`src/hdl/line_ctl_pkg.sv`:
```
// Constants, field layout and carrier types for the line interface control bank.
// Assumes a single clock domain and a host port with one-cycle strobes.
package line_ctl_pkg;

	////////////////////////////////////////////////////////////////////////////
	// Register map and reset values
	localparam logic [7:0] ADDR_LINE_CTL_1   = 8'h30;
	localparam logic [7:0] ADDR_LINE_CTL_2   = 8'h31;
	localparam logic [7:0] ADDR_TX_BO_GAIN   = 8'h34;
	localparam logic [7:0] LINE_CTL_1_RESET  = 8'h00;
	localparam logic [7:0] LINE_CTL_2_RESET  = 8'h00;
	localparam logic [7:0] TX_BO_GAIN_RESET  = 8'h00;
	localparam logic [7:0] UNMAPPED_RDATA    = 8'h00;

	////////////////////////////////////////////////////////////////////////////
	// Field positions, first line control register
	localparam int LC1_TX_POWERDOWN_N = 0;
	localparam int LC1_JA_OFF         = 1;
	localparam int LC1_JA_DEPTH       = 2;
	localparam int LC1_JA_SIDE        = 3;
	localparam int LC1_EQ_LIMIT       = 4;
	localparam int LC1_BO_LSB         = 5;
	localparam int LC1_BO_MSB         = 7;

	// Second line control register
	localparam int LC2_CUSTOM_DRV     = 0;
	localparam int LC2_SHORT_OFF      = 1;
	localparam int LC2_PLL_T1         = 3;
	localparam int LC2_ALL_ONES       = 4;
	localparam int LC2_BPV_REQ        = 5;
	localparam int LC2_LI_RESET       = 6;
	localparam int LC2_PLL_128        = 7;

	// Transmit build-out and gain register
	localparam int TBG_GAIN_LSB       = 0;
	localparam int TBG_GAIN_MSB       = 5;
	localparam int TBG_AUTO_GAIN      = 6;

	////////////////////////////////////////////////////////////////////////////
	// Build-out codes and hardware-mode forcing
	localparam logic [2:0] BO_CODE_ZERO     = 3'h0;
	localparam logic [2:0] BO_T1_LAST_VALID = 3'h4;
	localparam logic [2:0] BO_E1_HRL_75     = 3'h4;
	localparam logic [2:0] BO_E1_HRL_120    = 3'h5;
	localparam logic [3:0] HW_LC1_MID_BITS  = 4'h0;
	localparam logic       HW_LC1_TX_ON     = 1'b1;
	localparam logic [1:0] BPV_RUN_LEN      = 2'h3;

	////////////////////////////////////////////////////////////////////////////
	// Enumerations
	typedef enum logic [1:0] {EQ_T1_36DB, EQ_T1_15DB, EQ_E1_43DB, EQ_E1_12DB} eq_range_t;
	typedef enum logic [1:0] {AREF_DIRECT, AREF_T1_PLL, AREF_128_PLL, AREF_128_T1_PLL} aref_src_t;

	////////////////////////////////////////////////////////////////////////////
	// Carriers
	typedef struct packed {
		logic       wr;
		logic       rd;
		logic [7:0] addr;
		logic [7:0] wdata;
	} host_req_t;

	typedef struct packed {
		logic       tx_line_oe;
		logic       ja_enable;
		logic       ja_depth_32;
		logic       ja_in_tx_path;
		eq_range_t  eq_range;
		logic [2:0] build_out_value;
		logic       bo_reserved;
		logic       e1_high_ret_loss;
		logic [5:0] tx_gain_code;
		logic       tx_fixed_gain;
		logic       square_wave_mode;
		logic       open_drain_mode;
		logic       short_limit_on;
		logic       pll_t1_enable;
		logic       pll_128_enable;
		aref_src_t  atten_ref_src;
		logic [1:0] atten_ref_prescale;
		logic       tx_all_ones;
	} line_ctl_t;

endpackage

```
`src/hdl/rise_pulse.sv`:
```
// Rising-edge detector: one-cycle pulse when a control level goes 0 to 1.
// Assumes the level is already synchronous to clk.
`timescale 1ns/10ps
module rise_pulse
(
	input  wire logic clk,
	input  wire logic rst,
	input  wire logic level,
	output logic      pulse
);

	typedef struct packed {
		logic prev;
		logic pulse;
	} rp_state_t;

	rp_state_t st_q;
	rp_state_t st_d;

	////////////////////////////////////////////////////////////////////////////
	// Next state; a held level gives no repeat pulse
	always_comb
	begin
		st_d       = st_q;
		st_d.prev  = level;
		st_d.pulse = level & ~st_q.prev;
	end

	// Register
	always_ff @(posedge clk)
	begin
		if (rst)
			st_q <= '0;
		else
			st_q <= st_d;
	end

	assign pulse = st_q.pulse;

	////////////////////////////////////////////////////////////////////////////
	property p_rise_once;
		@(posedge clk) disable iff (rst)
		(level && $past(level, 2) == 1'b0 && $past(level) && !$past(rst)) |-> pulse ##1 (!pulse || !level);
	endproperty
	a_rise_once: assert property (p_rise_once) else $error("rise pulse missing or repeated");

endmodule

```
`src/hdl/line_interface_control_regs.sv`:
```
// Line interface control register bank: host writes three 8-bit registers,
// the bank decodes them into static controls for the transmitter, jitter
// attenuator, equalizer, reference-clock PLLs and two one-shot requests.
// Assumes host strobes are one cycle, synchronous to clk, never both at once.
//
// Operation
// - control bit 0 low tri-states transmit outputs
// - jitter attenuator off field disables attenuator
// - depth field picks 128 or 32 bits
// - side field places attenuator receive or transmit
// - equalizer limit picks sensitivity per line mode
// - T1 build-out codes above four reserved
// - gain code sets fixed transmitter gain
// - auto gain bit selects automatic or fixed
// - custom driver with code zero: square wave
// - custom driver with nonzero code: open drain
// - limiter off bit disables short-circuit limiter
// - T1 conversion PLL select enables that PLL
// - reference clock source from PLL selects, prescale
// - BPV inserted once at next three ones
// - reset request rise resets recovery, recenters
// - all-ones control low sends unframed ones
// - 12.8MHz PLL select enables that PLL
//
// Our own choice: the address-and-strobe port.
`timescale 1ns/10ps
module line_interface_control_regs
	import line_ctl_pkg::*;
(
	input  wire logic       clk,
	input  wire logic       rst,
	input  host_req_t       host_req,
	output logic [7:0]      rdata,
	input  wire logic       hw_mode,
	input  wire logic [2:0] hw_build_out,
	input  wire logic       t1_mode,
	input  wire logic [1:0] master_clk_prescale,
	input  wire logic       tx_bit_valid,
	input  wire logic       tx_bit_one,
	output line_ctl_t       ctl,
	output logic            bpv_insert,
	output logic            line_if_reset
);

	typedef struct packed {
		logic [7:0] line_interface_control_1;
		logic [7:0] line_interface_control_2;
		logic [7:0] tbg;
		logic [7:0] rdata;
		logic       bpv_armed;
		logic [1:0] ones_run;
		logic       bpv_insert;
		line_ctl_t  ctl;
	} bank_state_t;

	bank_state_t st_q;
	bank_state_t st_d;
	logic        bpv_rise;
	logic [7:0]  line_interface_control_1_eff;

	////////////////////////////////////////////////////////////////////////////
	// One-shot requests are edge-triggered so a held bit fires only once
	rise_pulse u_bpv_rise
	(
		.clk   (clk),
		.rst   (rst),
		.level (st_q.line_interface_control_2[LC2_BPV_REQ]),
		.pulse (bpv_rise)
	);

	rise_pulse u_reset_rise
	(
		.clk   (clk),
		.rst   (rst),
		.level (st_q.line_interface_control_2[LC2_LI_RESET]),
		.pulse (line_if_reset)
	);

	////////////////////////////////////////////////////////////////////////////
	// Next state
	always_comb
	begin
		st_d = st_q;

		// Register writes; stored bits are kept as written, unused ones included
		if (host_req.wr && host_req.addr == ADDR_LINE_CTL_1)
			st_d.line_interface_control_1 = host_req.wdata;
		else if (host_req.wr && host_req.addr == ADDR_LINE_CTL_2)
			st_d.line_interface_control_2 = host_req.wdata;
		else if (host_req.wr && host_req.addr == ADDR_TX_BO_GAIN)
			st_d.tbg = host_req.wdata;

		// Read data valid the cycle after the strobe only
		if (!host_req.rd)
			st_d.rdata = '0;
		else if (host_req.addr == ADDR_LINE_CTL_1)
			st_d.rdata = st_q.line_interface_control_1;
		else if (host_req.addr == ADDR_LINE_CTL_2)
			st_d.rdata = st_q.line_interface_control_2;
		else if (host_req.addr == ADDR_TX_BO_GAIN)
			st_d.rdata = st_q.tbg;
		else
			st_d.rdata = UNMAPPED_RDATA;

		// Hardware mode: build-out from pins, bits 4..1 zero, transmitter on
		if (hw_mode)
			line_interface_control_1_eff = {hw_build_out, HW_LC1_MID_BITS, HW_LC1_TX_ON};
		else
			line_interface_control_1_eff = st_d.line_interface_control_1;

		// Transmitter and attenuator controls
		st_d.ctl.tx_line_oe    = line_interface_control_1_eff[LC1_TX_POWERDOWN_N];
		st_d.ctl.ja_enable     = ~line_interface_control_1_eff[LC1_JA_OFF];
		st_d.ctl.ja_depth_32   = line_interface_control_1_eff[LC1_JA_DEPTH];
		st_d.ctl.ja_in_tx_path = line_interface_control_1_eff[LC1_JA_SIDE];

		// Equalizer range depends on the line standard
		if (t1_mode)
			st_d.ctl.eq_range = line_interface_control_1_eff[LC1_EQ_LIMIT] ? EQ_T1_15DB : EQ_T1_36DB;
		else
			st_d.ctl.eq_range = line_interface_control_1_eff[LC1_EQ_LIMIT] ? EQ_E1_12DB : EQ_E1_43DB;

		// Build-out code passed on; reserved T1 codes flagged, not remapped
		st_d.ctl.build_out_value  = line_interface_control_1_eff[LC1_BO_MSB:LC1_BO_LSB];
		st_d.ctl.bo_reserved      = t1_mode && (line_interface_control_1_eff[LC1_BO_MSB:LC1_BO_LSB] > BO_T1_LAST_VALID);
		st_d.ctl.e1_high_ret_loss = !t1_mode && (line_interface_control_1_eff[LC1_BO_MSB:LC1_BO_LSB] == BO_E1_HRL_75 ||
			line_interface_control_1_eff[LC1_BO_MSB:LC1_BO_LSB] == BO_E1_HRL_120);

		// Gain: code applies only when automatic gain is off
		st_d.ctl.tx_fixed_gain = st_d.tbg[TBG_AUTO_GAIN];
		if (st_d.tbg[TBG_AUTO_GAIN])
			st_d.ctl.tx_gain_code = st_d.tbg[TBG_GAIN_MSB:TBG_GAIN_LSB];
		else
			st_d.ctl.tx_gain_code = '0;

		// Custom driver splits on whether build-out is zero
		st_d.ctl.square_wave_mode = st_d.line_interface_control_2[LC2_CUSTOM_DRV] &&
			line_interface_control_1_eff[LC1_BO_MSB:LC1_BO_LSB] == BO_CODE_ZERO;
		st_d.ctl.open_drain_mode  = st_d.line_interface_control_2[LC2_CUSTOM_DRV] &&
			line_interface_control_1_eff[LC1_BO_MSB:LC1_BO_LSB] != BO_CODE_ZERO;

		st_d.ctl.short_limit_on = ~st_d.line_interface_control_2[LC2_SHORT_OFF];
		st_d.ctl.tx_all_ones    = ~st_d.line_interface_control_2[LC2_ALL_ONES];

		// PLL selects decoded regardless of attenuator enable, since
		// clock recovery also runs from the reference clock
		st_d.ctl.pll_t1_enable  = st_d.line_interface_control_2[LC2_PLL_T1];
		st_d.ctl.pll_128_enable = st_d.line_interface_control_2[LC2_PLL_128];
		case ({st_d.line_interface_control_2[LC2_PLL_128], st_d.line_interface_control_2[LC2_PLL_T1]})
			2'h0:    st_d.ctl.atten_ref_src = AREF_DIRECT;
			2'h1:    st_d.ctl.atten_ref_src = AREF_T1_PLL;
			2'h2:    st_d.ctl.atten_ref_src = AREF_128_PLL;
			default: st_d.ctl.atten_ref_src = AREF_128_T1_PLL;
		endcase
		st_d.ctl.atten_ref_prescale = master_clk_prescale;

		// BPV: arm on request rise, fire on third consecutive one, disarm
		st_d.bpv_insert = 1'b0;
		if (tx_bit_valid)
		begin
			if (!tx_bit_one)
				st_d.ones_run = '0;
			else if (st_q.ones_run != BPV_RUN_LEN)
				st_d.ones_run = st_q.ones_run + 2'h1;
		end
		if (bpv_rise)
			st_d.bpv_armed = 1'b1;
		else if (st_q.bpv_armed && tx_bit_valid && tx_bit_one &&
			st_d.ones_run == BPV_RUN_LEN)
		begin
			st_d.bpv_armed  = 1'b0;
			st_d.bpv_insert = 1'b1;
			st_d.ones_run   = '0;
		end
	end

	////////////////////////////////////////////////////////////////////////////
	// State register; reset loads zero registers and decoded defaults
	always_ff @(posedge clk)
	begin
		if (rst)
		begin
			st_q      <= '0;
			st_q.line_interface_control_1 <= LINE_CTL_1_RESET;
			st_q.line_interface_control_2 <= LINE_CTL_2_RESET;
			st_q.tbg  <= TX_BO_GAIN_RESET;
			st_q.ctl.ja_enable      <= 1'b1;
			st_q.ctl.short_limit_on <= 1'b1;
			st_q.ctl.tx_all_ones    <= 1'b1;
		end
		else
			st_q <= st_d;
	end

	// Outputs straight from the state register
	assign rdata      = st_q.rdata;
	assign ctl        = st_q.ctl;
	assign bpv_insert = st_q.bpv_insert;

	////////////////////////////////////////////////////////////////////////////
	// Checks
	property p_wr_line_interface_control_1;
		@(posedge clk) disable iff (rst)
		(host_req.wr && host_req.addr == ADDR_LINE_CTL_1) |=> st_q.line_interface_control_1 == $past(host_req.wdata);
	endproperty
	a_wr_line_interface_control_1: assert property (p_wr_line_interface_control_1) else $error("first control write not stored");

	property p_read_back;
		@(posedge clk) disable iff (rst)
		(host_req.rd && host_req.addr == ADDR_TX_BO_GAIN && !host_req.wr) |=> rdata == $past(st_q.tbg);
	endproperty
	a_read_back: assert property (p_read_back) else $error("read data differs from stored value");

	property p_powerdown;
		@(posedge clk) disable iff (rst)
		(host_req.wr && host_req.addr == ADDR_LINE_CTL_1 && !host_req.wdata[LC1_TX_POWERDOWN_N] && !hw_mode)
		|=> !ctl.tx_line_oe;
	endproperty
	a_powerdown: assert property (p_powerdown) else $error("transmitter not tri-stated");

	property p_ja_off;
		@(posedge clk) disable iff (rst)
		(host_req.wr && host_req.addr == ADDR_LINE_CTL_1 && !hw_mode)
		|=> ctl.ja_enable == !$past(host_req.wdata[LC1_JA_OFF]) && ctl.ja_depth_32 == $past(host_req.wdata[LC1_JA_DEPTH]);
	endproperty
	a_ja_off: assert property (p_ja_off) else $error("attenuator enable or depth wrong");

	property p_hw_force;
		@(posedge clk) disable iff (rst)
		hw_mode |=> ctl.tx_line_oe && ctl.ja_enable && !ctl.ja_in_tx_path && ctl.build_out_value == $past(hw_build_out);
	endproperty
	a_hw_force: assert property (p_hw_force) else $error("hardware mode forcing wrong");

	property p_custom_drv;
		@(posedge clk) disable iff (rst)
		!(ctl.square_wave_mode && ctl.open_drain_mode) &&
		(ctl.square_wave_mode == 1'b0 || ctl.build_out_value == BO_CODE_ZERO);
	endproperty
	a_custom_drv: assert property (p_custom_drv) else $error("custom driver mode wrong");

	property p_gain;
		@(posedge clk) disable iff (rst)
		(host_req.wr && host_req.addr == ADDR_TX_BO_GAIN && host_req.wdata[TBG_AUTO_GAIN])
		|=> ctl.tx_fixed_gain && ctl.tx_gain_code == $past(host_req.wdata[TBG_GAIN_MSB:TBG_GAIN_LSB]);
	endproperty
	a_gain: assert property (p_gain) else $error("fixed gain code not applied");

	property p_pll_sel;
		@(posedge clk) disable iff (rst)
		(host_req.wr && host_req.addr == ADDR_LINE_CTL_2)
		|=> ctl.pll_t1_enable == $past(host_req.wdata[LC2_PLL_T1]) &&
			ctl.pll_128_enable == $past(host_req.wdata[LC2_PLL_128]) &&
			ctl.tx_all_ones == !$past(host_req.wdata[LC2_ALL_ONES]);
	endproperty
	a_pll_sel: assert property (p_pll_sel) else $error("PLL select or all-ones wrong");

	property p_bpv_once;
		@(posedge clk) disable iff (rst)
		bpv_insert |-> !st_q.bpv_armed ##1 !bpv_insert;
	endproperty
	a_bpv_once: assert property (p_bpv_once) else $error("BPV inserted more than once");

	property p_bpv_needs_arm;
		@(posedge clk) disable iff (rst)
		$rose(bpv_insert) |-> $past(st_q.bpv_armed) && $past(tx_bit_one) && $past(tx_bit_valid);
	endproperty
	a_bpv_needs_arm: assert property (p_bpv_needs_arm) else $error("BPV without request");

	property p_ja_side;
		@(posedge clk) disable iff (rst)
		(host_req.wr && host_req.addr == ADDR_LINE_CTL_1 && !hw_mode)
		|=> ctl.ja_in_tx_path == $past(host_req.wdata[LC1_JA_SIDE]);
	endproperty
	a_ja_side: assert property (p_ja_side) else $error("attenuator placement wrong");

	property p_eq_range;
		@(posedge clk) disable iff (rst)
		(host_req.wr && host_req.addr == ADDR_LINE_CTL_1 && !hw_mode)
		|=> ctl.eq_range == ($past(t1_mode) ? ($past(host_req.wdata[LC1_EQ_LIMIT]) ? EQ_T1_15DB : EQ_T1_36DB)
			: ($past(host_req.wdata[LC1_EQ_LIMIT]) ? EQ_E1_12DB : EQ_E1_43DB));
	endproperty
	a_eq_range: assert property (p_eq_range) else $error("equalizer range wrong");

	property p_bo_reserved;
		@(posedge clk) disable iff (rst)
		(host_req.wr && host_req.addr == ADDR_LINE_CTL_1 && !hw_mode)
		|=> ctl.bo_reserved == ($past(t1_mode) && $past(host_req.wdata[LC1_BO_MSB:LC1_BO_LSB]) > BO_T1_LAST_VALID);
	endproperty
	a_bo_reserved: assert property (p_bo_reserved) else $error("reserved build-out flag wrong");

	property p_high_ret_loss;
		@(posedge clk) disable iff (rst)
		ctl.e1_high_ret_loss |-> !ctl.bo_reserved &&
			(ctl.build_out_value == BO_E1_HRL_75 || ctl.build_out_value == BO_E1_HRL_120);
	endproperty
	a_high_ret_loss: assert property (p_high_ret_loss) else $error("high return loss flag wrong");

	property p_auto_gain;
		@(posedge clk) disable iff (rst)
		(host_req.wr && host_req.addr == ADDR_TX_BO_GAIN && !host_req.wdata[TBG_AUTO_GAIN])
		|=> !ctl.tx_fixed_gain && ctl.tx_gain_code == 6'h00;
	endproperty
	a_auto_gain: assert property (p_auto_gain) else $error("automatic gain not selected");

	property p_open_drain;
		@(posedge clk) disable iff (rst)
		(host_req.wr && host_req.addr == ADDR_LINE_CTL_2 && host_req.wdata[LC2_CUSTOM_DRV] && !hw_mode &&
			st_q.line_interface_control_1[LC1_BO_MSB:LC1_BO_LSB] != BO_CODE_ZERO) |=> ctl.open_drain_mode && !ctl.square_wave_mode;
	endproperty
	a_open_drain: assert property (p_open_drain) else $error("open drain mode wrong");

	property p_short_limit;
		@(posedge clk) disable iff (rst)
		(host_req.wr && host_req.addr == ADDR_LINE_CTL_2)
		|=> ctl.short_limit_on == !$past(host_req.wdata[LC2_SHORT_OFF]);
	endproperty
	a_short_limit: assert property (p_short_limit) else $error("short-circuit limiter wrong");

	property p_aref_src;
		@(posedge clk) disable iff (rst)
		(host_req.wr && host_req.addr == ADDR_LINE_CTL_2)
		|=> ctl.atten_ref_src == {$past(host_req.wdata[LC2_PLL_128]), $past(host_req.wdata[LC2_PLL_T1])};
	endproperty
	a_aref_src: assert property (p_aref_src) else $error("reference clock source wrong");

	property p_prescale;
		@(posedge clk) disable iff (rst)
		!$past(rst) |-> ctl.atten_ref_prescale == $past(master_clk_prescale);
	endproperty
	a_prescale: assert property (p_prescale) else $error("prescale not passed on");

	property p_lir_pulse;
		@(posedge clk) disable iff (rst)
		$rose(st_q.line_interface_control_2[LC2_LI_RESET]) |=> line_if_reset ##1 !line_if_reset;
	endproperty
	a_lir_pulse: assert property (p_lir_pulse) else $error("line reset pulse wrong");

	property p_bpv_arm;
		@(posedge clk) disable iff (rst)
		$rose(st_q.line_interface_control_2[LC2_BPV_REQ]) |-> ##2 st_q.bpv_armed;
	endproperty
	a_bpv_arm: assert property (p_bpv_arm) else $error("BPV request not armed");

	property p_rdata_idle;
		@(posedge clk) disable iff (rst)
		!host_req.rd |=> rdata == 8'h00;
	endproperty
	a_rdata_idle: assert property (p_rdata_idle) else $error("read data outside read cycle");

endmodule

```
`config.mk`:
```
export PLATFORM = sky130hd
export DESIGN_NAME = line_interface_control_regs
export DESIGN_NICKNAME = d
export VERILOG_FILES = /design/src/hdl/line_ctl_pkg.sv /design/src/hdl/rise_pulse.sv /design/src/hdl/line_interface_control_regs.sv
export SDC_FILE = /design/constraint.sdc
export NUM_CORES = 1
export LEC_CHECK = 0
export BUFFER_PORTS_ARGS = -buffer_cell sky130_fd_sc_hd__buf_2
export CORE_UTILIZATION = 45
export CTS_BUF_LIST = sky130_fd_sc_hd__clkbuf_16
export CTS_CLUSTER_DIAMETER = 30
export DETAILED_ROUTE_END_ITERATION = 8
export MAX_ROUTING_LAYER = met4
export PLACE_DENSITY = 0.72
export SKIP_CTS_REPAIR_TIMING = 1
export SYNTH_ARGS = -nofsm -noshare
export SYNTH_HDL_FRONTEND = slang
export SYNTH_SLANG_ARGS = --single-unit
```
`constraint.sdc`:
```
create_clock -name clk -period 1.6 [get_ports clk]
set_clock_uncertainty 0.1 [all_clocks]
set_input_delay 0.16 -clock clk [delete_from_list [all_inputs] [get_ports clk]]
set_output_delay 0.16 -clock clk [all_outputs]
set_load 0.02 [all_outputs]
```
After elaboration in Yosys (flattened, before gate mapping)
Index checks and enable logic that the tools add are counted.
{"block": "op_classes", "mux": 19, "n_bitwise": 11, "magnitude_cmp": 1, "n_eq_ne": 9, "n_reduce_logical": 22, "n_addsub": 1}
{"op": "two-way mux 8 bit", "n": 8}
{"op": "equality test 8 x 6 -> 1 bit, second input constant", "n": 3}
{"op": "two-way mux 16 bit", "n": 1}
{"op": "logical AND 1 bit", "n": 10}
{"op": "inverter 1 bit", "n": 9}
{"op": "two-way mux 2 bit", "n": 4}
{"op": "OR reduction 2 bit", "n": 4}
{"op": "equality test 3 bit, second input constant", "n": 2}
{"op": "one-hot mux 2 bit (3 select lines)", "n": 1}
{"op": "equality test 2 bit, second input constant", "n": 2}
{"op": "two-way mux 4 bit", "n": 1}
{"op": "> comparator 3 bit, second input constant", "n": 1}
{"op": "logical NOT 3 bit", "n": 1}
{"op": "two-way mux 1 bit", "n": 3}
{"op": "two-way mux 3 bit", "n": 1}
{"op": "AND reduction 3 bit", "n": 1}
{"op": "nonzero test 3 bit", "n": 1}
{"op": "adder 2 x 1 -> 2 bit, second input constant", "n": 1}
{"op": "AND 1 bit", "n": 2}
{"op": "equality test 2 x 1 -> 1 bit, second input constant", "n": 1}
{"op": "logical NOT 2 bit", "n": 1}
{"op": "!= test 2 bit, second input constant", "n": 1}
{"op": "AND reduction 2 bit", "n": 1}
{"op": "nonzero test 2 bit", "n": 1}
{"op": "2 further kinds", "n": 2}
{"block": "word_totals", "register_bits": 68}

Logic depth before layout (Yosys ltp)
Gate-level depths: netlist of run 1.
{"block": "logic_depth", "depth_word": 8, "ltp_mapped": 8, "depth_no_buf": 4}

Hierarchy
Synthesis of run 1 repeated with hierarchy kept, for this count alone.
{"block": "unflattened", "hier_cells": 288, "hier_area_um2": 2660.1}
{"mod": "line_interface_control_regs", "area_each_um2": 2542.4, "seq_area_each_um2": 1201.2, "instances": 1, "cells_each": 280}
{"mod": "rise_pulse", "area_each_um2": 58.8, "seq_area_each_um2": 40.0, "instances": 2, "cells_each": 4}

Worst setup path before layout of run 1
OpenSTA, ideal clock, no wires.
{"block": "synth_path", "kind": "input port to flip-flop", "startpoint": "input port host_req[10] in the netlist's numbering", "endpoint": "register, netlist name ctl[20]", "cell_stages": 5, "t_arrival_ns": 1.597, "path_buffers": 1, "setup_ns": 0.115, "setup_slack_ns": -0.212, "cell_sequence": "or4b_4 > or3_1 > buf_4 > a31o_1 > o21ba_2"}
{"block": "synth_between", "elab_chain_len": 4}
{"item": "from (decl)", "line_no": "line_interface_control_regs.sv:32", "text": "input host_req_t host_req,"}
{"item": "equality test 8 x 6 -> 1 bit", "line_no": "line_interface_control_regs.sv:86", "text": "if (host_req.wr && host_req.addr == ADDR_LINE_CTL_1)"}
{"item": "logical AND 1 bit", "line_no": "line_interface_control_regs.sv:86"}
{"item": "two-way mux 8 bit", "line_no": "line_interface_control_regs.sv:86"}
{"item": "two-way mux 8 bit", "line_no": "line_interface_control_regs.sv:106", "text": "if (hw_mode)"}
Every way passes these cells.
A chain may end at the register's enable or synchronous reset.

Final worst setup path of run 1
{"block": "layout_path", "startpoint": "input port host_req[14] in the netlist's numbering", "endpoint": "register, netlist name ctl[25]"}
{"block": "layout_between", "elab_chain_len": 3}
{"item": "equality test 8 x 6 -> 1 bit", "line_no": "line_interface_control_regs.sv:86"}
{"item": "logical AND 1 bit", "line_no": "line_interface_control_regs.sv:86"}
{"item": "two-way mux 8 bit", "line_no": "line_interface_control_regs.sv:86"}
Every way passes these cells.

==> results of run 1 <==
## final cells by class
type | count | area share, %
multi-input cells | 180 | 31.9
well taps | 72 | 2.66
inverters | 2 | 0.222
repair buffers | 92 | 15.7
flip-flops and latches | 64 | 37.9
clock inverters | 7 | 4.96
clock buffers | 9 | 6.66
## cell families after synthesis
| family | synth area share (%) |
|---|---|
| buffers and inverters | 13.3 |
| muxes | 8.34 |
| and+or+nand+nor | 22.3 |
| DFF | 48.0 |
| AOI/OAI and AO/OA | 8.15 |
## per-layer routing
| metal | GRT usage [%] | part of all wire, % |
|---|---|---|
| met1 | 21.7 | 41 |
| met2 | 35.3 | 51 |
| met4 | 12.7 | 1.5 |
| met5 | - | 0 |
| met3 | 4.14 | 6.3 |
## state kept, by name (all words and copies together) (netlist names)
name / cells
bpv_insert: 1
ctl: 24
rdata: 8
st_q: 27
u_bpv_rise.pulse: 1
u_bpv_rise.st_q: 1
u_reset_rise.pulse: 1
u_reset_rise.st_q: 1
## synth_stat cells, types with 2 or more instances
| master | instances | area share, % |
|---|---|---|
| a21oi_1 | 35 | 6.6 |
| buf_1 | 2 | 0.28 |
| buf_4 | 37 | 10 |
| clkbuf_1 | 15 | 2.1 |
| dfxtp_1 | 64 | 48 |
| inv_1 | 2 | 0.28 |
| mux2_2 | 2 | 0.84 |
| mux2i_1 | 20 | 7.5 |
| nand2_1 | 33 | 4.6 |
| nand2b_1 | 2 | 0.47 |
| nand3_1 | 15 | 2.8 |
| nand4_1 | 2 | 0.47 |
| nor2_1 | 32 | 4.5 |
| nor2b_1 | 9 | 2.1 |
| nor3_1 | 4 | 0.75 |
| nor3b_1 | 2 | 0.56 |
| nor4_1 | 2 | 0.47 |
| or2_2 | 2 | 0.47 |
| or3_1 | 4 | 0.94 |
## path summary, 6_finish.rpt
kind                           from               end  slack, ps  cells past startpoint
max                    host_req[14]           ctl[25]         -3                      6
min          master_clk_prescale[0]            ctl[1]        -40                      2
max reg2reg                st_q[62]            ctl[9]        220                      3
min reg2reg      u_bpv_rise.st_q[1]  u_bpv_rise.pulse        280                      1
## worst max-delay path: cells and delay by family
kind	cells	cell delay [ps]
simple gates	3	1110
mux	1	180
buf+inv	2	280
## stage by stage
step / cells / hold slack (ps) / total power (W)
CTS: 424 / -56.7 / 0.00437
detailed placement: 408 / 269 / 0.00184
floorplan: 301 / 127 / 0.00175
finish: 426 / -39.7 / 0.00436
global route: 426 / 0.157 / 0.00446
global placement: 408 / 257 / 0.00183
## power by group
group          internal (W)  switching [W]  leakage [nW]
clock network       0.00184       0.000705         0.190
registers           0.00161     0.00000482         0.517
logic             0.0000838       0.000117         0.756
total               0.00353       0.000828          1.46
==> flow_metrics.py, run 1 <==
metrics = {
    "outcome": {
        "status": "finished, violations left",
        "violations": "negative hold slack, negative setup slack",
    },
    "timing": {
        "max_freq_mhz": 624,
        "worst_slew_pin_slew_ps": 489,
        "min_period_ps": 1600,
        "timing.final.hold_violations": 1,
        "rsz0062_at_grt": "yes",
        "relSlewSlack_pct": 67.4,
        "finalSetupTns_ps": -3.42,
        "setup-violations-final": 1,
        "drv_slew": 0,
        "fin_crit_sh_pct": 100,
        "layout_setup_ws_ps": -3.42,
        "hold_slack_ps": -39.7,
    },
    "finish": {
        "nets": 378,
        "num-fill-cells": 503,
        "utilization_pct": 60.3,
        "n_antenna_cell": 0,
        "layout_commonest_cell": "buf_2",
        "drive_gt1_share_pct": 34.2,
        "final_area_mm2": 0.00338,
        "area_growth_pct": 26.6,
        "seq_area_mm2": 0.00128,
        "multi_input_area_mm2": 0.00108,
        "final_cell_mix": "66 x buf_2, 64 x dfxtp_1, 34 x a21oi_1",
    },
    "die": {
        "io_pins": 67,
        "coreArea_mm2": 0.00561,
        "row_count": 27,
        "die_x_um": 79.0,
        "die_h_um": 79.0,
        "initial_core_util_pct": 47.6,
        "die-area_mm2": 0.00625,
    },
    "global_route": {
        "grt_pass1_vias": 2118,
        "gr-total-overflow": 0,
        "grt_pass1_wl_um": 9420,
        "globalRouteTotalUtil_pct": 20.6,
        "grt_max_degree": 27,
        "antenna_found_initial": 0,
    },
    "logic_synthesis": {
        "ys_async_sr_fraction_pct": 0,
        "synth_edf_count": 0,
        "synth_cells": 301,
        "ys.flop_type": "dfxtp_1",
        "syn_nets": 330,
        "seq_area_frac_synth_pct": 48.0,
        "syn_area_mm2": 0.00267,
        "yosysWarnings": 0,
        "ys_types": 36,
        "synth_area_per_cell_um2": 8.87,
        "ys_ff_latch": 64,
    },
    "clocking": {
        "clk_pin_slew_ps": 50,
        "clockBufferDepth": 2,
        "cts_sinks": 64,
        "cts_buffers": 9,
        "root_buffer": "clkbuf_16",
        "cts_tree": "built",
        "worstSkewPairLatency_ps": 320,
        "htree_levels": 3,
    },
    "critical_path": {
        "slowest_stage": "or4b_4",
        "end_kind": "register",
        "path_class": "in -> reg",
        "cp_cell_sequence": "buf_2 > or4b_4 > or3_4 > buf_4 > mux2i_4 > nor3_1",
        "crit_path_max_incr_delay_ps": 560,
        "start_kind": "input pin",
        "arrival_ps": 1740,
        "critPathMaxFanout": 3,
        "required_ps": 1740,
    },
    "route": {
        "avgViaCountPerCell": 5.12,
        "vias": 2179,
        "drt-pass1-iter-count": 4,
        "drtAntennaViolNets": 0,
        "drt-total-wl_um": 6000,
        "routedWlPerCell_um": 14.1,
        "drc": 0,
        "first_iter_violations": 133,
    },
    "placement": {
        "place_area_mm2": 0.00293,
        "io_buffers": 66,
        "dp_hpwl_um": 4200,
        "gp_congestion": 0.889,
        "place_ws_ps": -345,
    },
    "min_path": {
        "min_path_type": "in -> reg",
    },
    "power_and_ir_drop": {
        "irDropWorstVdd_v": 0.000591,
        "p_leak_nw": 1.46,
        "power_density_mw_per_mm2": 1290,
    },
    "run": {
        "cap_viol_max_count": 0,
    },
}
No activity file was read; power rests on OpenSTA's default activity.
==> run 2: changes to the inputs <==
Settings changed: HOLD_SLACK_MARGIN from default to 0.05, SYNTH_HIERARCHICAL from default to 1.
==> run 2 against run 1 <==
  * The flow now finishes without violations
  * Power fell by 12%
  * Clock-buffer cell count did not move
  * Synthesized cell count fell by 4.3%
  * Hold slack improved by 81 ps
  * Sequential power barely moved
  * Sequential share of layout area rose by 0.28 points
  * Largest cell class unchanged
==> flow_metrics.py, run 2 <==
metrics = {
    "global_route": {
        "grt_max_degree": 55,
        "globalRouteTotalUtil_pct": 19.7,
        "grt_pass1_vias": 1962,
        "antenna_found_initial": 0,
        "gr-total-overflow": 0,
        "grt_pass1_wl_um": 9030,
    },
    "route": {
        "first_iter_violations": 158,
        "drt-pass1-iter-count": 4,
        "drt-total-wl_um": 5690,
        "drtAntennaViolNets": 0,
        "drc": 0,
        "vias": 2119,
        "routedWlPerCell_um": 13.5,
        "avgViaCountPerCell": 5.02,
    },
    "timing": {
        "worst_slew_pin_slew_ps": 551,
        "setup-violations-final": 0,
        "relSlewSlack_pct": 62.3,
        "fin_crit_sh_pct": 96.9,
        "rsz0062_at_grt": "no",
        "timing.final.hold_violations": 0,
        "max_freq_mhz": 645,
        "drv_slew": 0,
        "layout_setup_ws_ps": 49.4,
        "min_period_ps": 1550,
        "hold_slack_ps": 41.5,
    },
    "critical_path": {
        "start_kind": "input pin",
        "end_kind": "register",
        "required_ps": 1700,
        "timing.rr.start": "st_q[62]",
        "critPathMaxFanout": 11,
        "reg2reg_depth": 4,
        "rr_endpoint": "ctl[9]",
        "slowest_stage": "or4bb_4",
        "path_class": "in -> reg",
        "crit_path_max_incr_delay_ps": 580,
        "rrSetupSlack_ps": 160,
        "arrival_ps": 1660,
        "cp_cell_sequence": "buf_2 > or4bb_4 > nor3_4 > buf_12 > mux2i_1 > or3_1",
    },
    "finish": {
        "num-fill-cells": 519,
        "area_growth_pct": 26.2,
        "utilization_pct": 59.8,
        "drive_gt1_share_pct": 33.1,
        "final_cell_mix": "66 x buf_2, 64 x dfxtp_1, 38 x nor2_1",
        "nets": 374,
        "n_antenna_cell": 0,
        "finalNonFillerCells": 422,
        "layout_commonest_cell": "buf_2",
        "largest_reg_flops": 27,
        "regMostFlops": "st_q",
    },
    "power_and_ir_drop": {
        "power_frac_clock_pct": 52.3,
        "pwr-share-comb_pct": 5.7,
        "power_frac_seq_pct": 42.0,
        "intPower_w": 0.00305,
        "power_density_mw_per_mm2": 1150,
        "irDropWorstVdd_v": 0.000580,
        "sw_frac_of_total_pct": 20.6,
        "switchingPower_w": 0.000793,
        "p_leak_nw": 1.47,
        "power.total_w": 0.00384,
    },
    "logic_synthesis": {
        "yosysWarnings": 6,
        "ys_async_sr_fraction_pct": 0,
        "synth_edf_count": 0,
        "seq_area_frac_synth_pct": 48.2,
        "post-synth-top-count-cell": "dfxtp_1",
        "synth_cells": 288,
        "ys_types": 38,
        "ys.flop_type": "dfxtp_1",
        "synthTopCellsByCount": "64 x dfxtp_1, 38 x nor2_1, 36 x buf_4",
        "syn_nets": 317,
        "syn_area_mm2": 0.00266,
        "ys_ff_latch": 64,
        "synth_area_per_cell_um2": 9.24,
        "synth.largest_area_cell": "dfxtp_1",
        "yosys-top-cells-area": "dfxtp_1 48%, buf_4 10%, mux2i_1 6.0%",
        "synth.top_cell.area_share_pct": 48.2,
    },
    "placement": {
        "io_buffers": 66,
        "dp.cells": 395,
        "dp_hpwl_um": 3870,
        "place_ws_ps": -258,
        "gp_congestion": 0.797,
    },
    "die": {
        "die_x_um": 78.9,
        "die_h_um": 78.9,
        "initial_core_util_pct": 47.4,
        "row_count": 27,
        "coreArea_mm2": 0.00561,
        "die-area_mm2": 0.00622,
        "io_pins": 67,
    },
    "clocking": {
        "cts_sinks": 64,
        "cts_buffers": 9,
        "cts_tree": "built",
        "worstSkewPairLatency_ps": 320,
        "clk_pin_slew_ps": 50,
        "root_buffer": "clkbuf_16",
        "htree_levels": 3,
        "clockBufferDepth": 2,
    },
    "min_path": {
        "hold_path_depth": 3,
        "worstHoldEndpoint": "st_q[45]",
        "min_from": "host_req[5]",
        "min_path_type": "in -> reg",
    },
    "run": {
        "cap_viol_max_count": 0,
    },
    "outcome": {
        "status": "finished, final reports clean",
    },
}
[run 2: cell count changes after synthesis, sizes merged, moves of 3 or more]
cell | previous run | this run
a2111oi | 0 | 8
a211oi | 1 | 5
a21oi | 35 | 21
buf | 40 | 44
clkbuf | 15 | 8
mux2i | 20 | 16
nand2 | 33 | 27
nor2 | 32 | 38
nor2b | 9 | 6
nor3 | 5 | 8
[run 2: worst max path at each step]
stage,endpoint,start,slack [ps],cells past startpoint
CTS,ctl[26],host_req[15],70,6
global route,ctl[26],host_req[15],20,6
global placement,ctl[26],host_req[15],-200,6
finish,ctl[26],host_req[15],50,6
detailed placement,ctl[26],host_req[15],-260,6
floorplan,ctl[19],host_req[15],-50,5
[run 2: cell families (layout without fill, tap and decap cells)]
group / Yosys count / after routing / share of synthesized area (%)
muxes: 16 / 16 / 6.02
AOI/OAI and AO/OA: 41 / 41 / 10.7
and+or+nand+nor: 113 / 113 / 22.0
buffers and inverters: 54 / 116 / 13.1
DFF: 64 / 64 / 48.2
[run 2: final cells by class]
type                    instances  area (um2)  area share (%)
clock buffers                   9         225            6.71
clock inverters                 7        86.3            2.57
inverters                       2        7.51           0.224
multi-input cells             170        1040            31.1
flip-flops and latches         64        1280            38.2
well taps                      72        90.1            2.68
repair buffers                 98         623            18.6
[run 2: layer usage]
metal	share of wire, %	up-vias	GRT usage, %
li1	-	1073	-
met5	0	-	-
met4	1.3	0	6.91
met2	48	71	31.6
met3	6.8	6	6.90
met1	44	969	22.9
[run 2: metrics by stage]
stage	setup TNS, ps	instance area (um2)
after floorplan	-67.6	2660
after global placement	-3150	2930
after detailed placement	-4020	2930
after CTS	0	3240
after global routing	0	3360
final	0	3360
[run 2: worst max-delay path: cells and delay by family]
kind / cells / cell delay, ps
mux: 1 / 110
simple gates: 3 / 1110
buf+inv: 2 / 270
[run 2: power by group through the flow]
stage	sequential, W	combinational (W)	clock [W]
6_report	0.00161	0.000219	0.00201
5_1_grt	0.00161	0.000235	0.00214
4_1_cts	0.00161	0.000197	0.00205
3_5_place_dp	0.00165	0.000195	0
3_3_place_gp	0.00165	0.000192	0
2_1_floorplan	0.00165	0.000110	0
==> run 3: changes to the inputs <==
Settings changed: BUFFER_PORTS_ARGS -buffer_cell sky130_fd_sc_hd__buf_2 to default, DONT_BUFFER_PORTS from default to 1, PLACE_DENSITY 0.72 to 0.62.
==> run 3 against run 2 <==
  * Non-clock buffer count fell by 56
  * Power rose by 2.3%
  * Routed wire length barely moved
  * Largest power group unchanged
==> flow_metrics.py, run 3 (synthesis gave the netlist of run 2 again) <==
metrics = {
    "power_and_ir_drop": {
        "p_leak_nw": 1.23,
        "power.total_w": 0.00393,
        "power_density_mw_per_mm2": 1260,
        "irDropWorstVdd_v": 0.000547,
    },
    "clocking": {
        "worstSkewPairLatency_ps": 320,
        "htree_levels": 3,
        "cts_tree": "built",
        "clockBufferDepth": 2,
        "cts_sinks": 64,
        "clk_pin_slew_ps": 50,
        "cts_buffers": 9,
        "root_buffer": "clkbuf_16",
    },
    "critical_path": {
        "arrival_ps": 1630,
        "start_kind": "input pin",
        "end_kind": "register",
        "crit_start": "host_req[8]",
        "crit_top_cell": "buf_4",
        "slowest_stage": "dlygate4sd3_1",
        "crit_path_max_incr_delay_ps": 580,
        "timing.rr.start": "st_q[30]",
        "path_class": "in -> reg",
        "required_ps": 1730,
        "cp_cell_sequence": "dlygate4sd3_1 > nor3_4 > buf_4 > buf_4 > a211o_1 > a211oi_1",
        "critPathMaxFanout": 5,
    },
    "finish": {
        "drive_gt1_share_pct": 15.7,
        "n_antenna_cell": 0,
        "regMostFlops": "st_q",
        "area_growth_pct": 17.6,
        "largest_reg_flops": 27,
        "utilization_pct": 55.8,
        "final_cell_mix": "64 x dfxtp_1, 38 x nor2_1, 27 x nand2_1",
        "layout_commonest_cell": "dfxtp_1",
        "nets": 318,
    },
    "timing": {
        "max_freq_mhz": 664,
        "hold_slack_ps": 32.2,
        "fin_crit_sh_pct": 94.1,
        "rsz0062_at_grt": "no",
        "relSlewSlack_pct": 63.9,
        "min_period_ps": 1510,
        "drv_slew": 0,
        "worst_slew_pin_slew_ps": 528,
        "setup-violations-final": 0,
        "timing.final.hold_violations": 0,
    },
    "global_route": {
        "antenna_found_initial": 0,
        "grt_pass1_vias": 1764,
        "globalRouteTotalUtil_pct": 19.2,
        "grt_pass1_wl_um": 8620,
        "gr-total-overflow": 0,
        "grt_max_degree": 56,
    },
    "placement": {
        "dp_hpwl_um": 3680,
        "gp_congestion": 0.836,
        "io_buffers": 0,
    },
    "route": {
        "drt-pass1-iter-count": 4,
        "drc": 0,
        "drt-total-wl_um": 5690,
        "routedWlPerCell_um": 15.6,
        "vias": 1931,
        "drtAntennaViolNets": 0,
        "first_iter_violations": 156,
        "avgViaCountPerCell": 5.29,
    },
    "die": {
        "io_pins": 67,
        "initial_core_util_pct": 47.4,
        "coreArea_mm2": 0.00561,
        "die_h_um": 78.9,
        "die_x_um": 78.9,
        "die-area_mm2": 0.00622,
        "row_count": 27,
    },
    "min_path": {
        "min_from": "host_req[0]",
        "min_path_type": "in -> reg",
    },
    "outcome": {
        "status": "finished, final reports clean",
    },
    "run": {
        "cap_viol_max_count": 0,
    },
}
[run 3: per-stage QoR]
step	TNS, ps	instances	worst slack [ps]	instance area (um2)
2_1_floorplan	-67.6	288	-47.3	2660
3_3_place_gp	-644	327	-75.4	2550
3_5_place_dp	-1080	327	-110	2550
6_report	0	365	93.6	3130
5_1_grt	0	365	16.3	3130
4_1_cts	0	342	166	2880
[run 3: critical path: cells and delay by family]
family                 cells  cell delay [ps]
buffers and inverters      3              870
and+or+nand+nor            1               70
AOI/OAI and AO/OA          2              530
[run 3: final timing paths]
check / cells past startpoint / endpoint / slack, ps
setup / recovery: 6 / ctl[8] / 90
hold reg to reg: 1 / u_reset_rise/pulse / 300
hold / removal: 3 / st_q[48] / 30
setup reg to reg: 4 / st_q[31] / 130
[run 3: layer usage]
metal	track usage, %	wire length (um)
met1	23.9	2640
met3	6.90	372
met2	28.1	2600
met4	8.18	80
met5	-	0
[run 3: final cells by class]
class	instances	area (um2)
Timing Repair Buffer	42	390
Tap cell	72	90.1
Sequential cell	64	1280
Clock inverter	6	101
Inverter	2	7.51
Clock buffer	9	225
Fill cell	537	2480
Multi-Input combinational cell	170	1030
[run 3: power breakdown]
| part | internal, W | switching (W) | leakage (nW) | total, W |
|---|---|---|---|---|
| logic | 0.0000791 | 0.0000869 | 0.542 | 0.000166 |
| registers | 0.00161 | 0.0000203 | 0.518 | 0.00163 |
| clock network | 0.00149 | 0.000639 | 0.166 | 0.00213 |
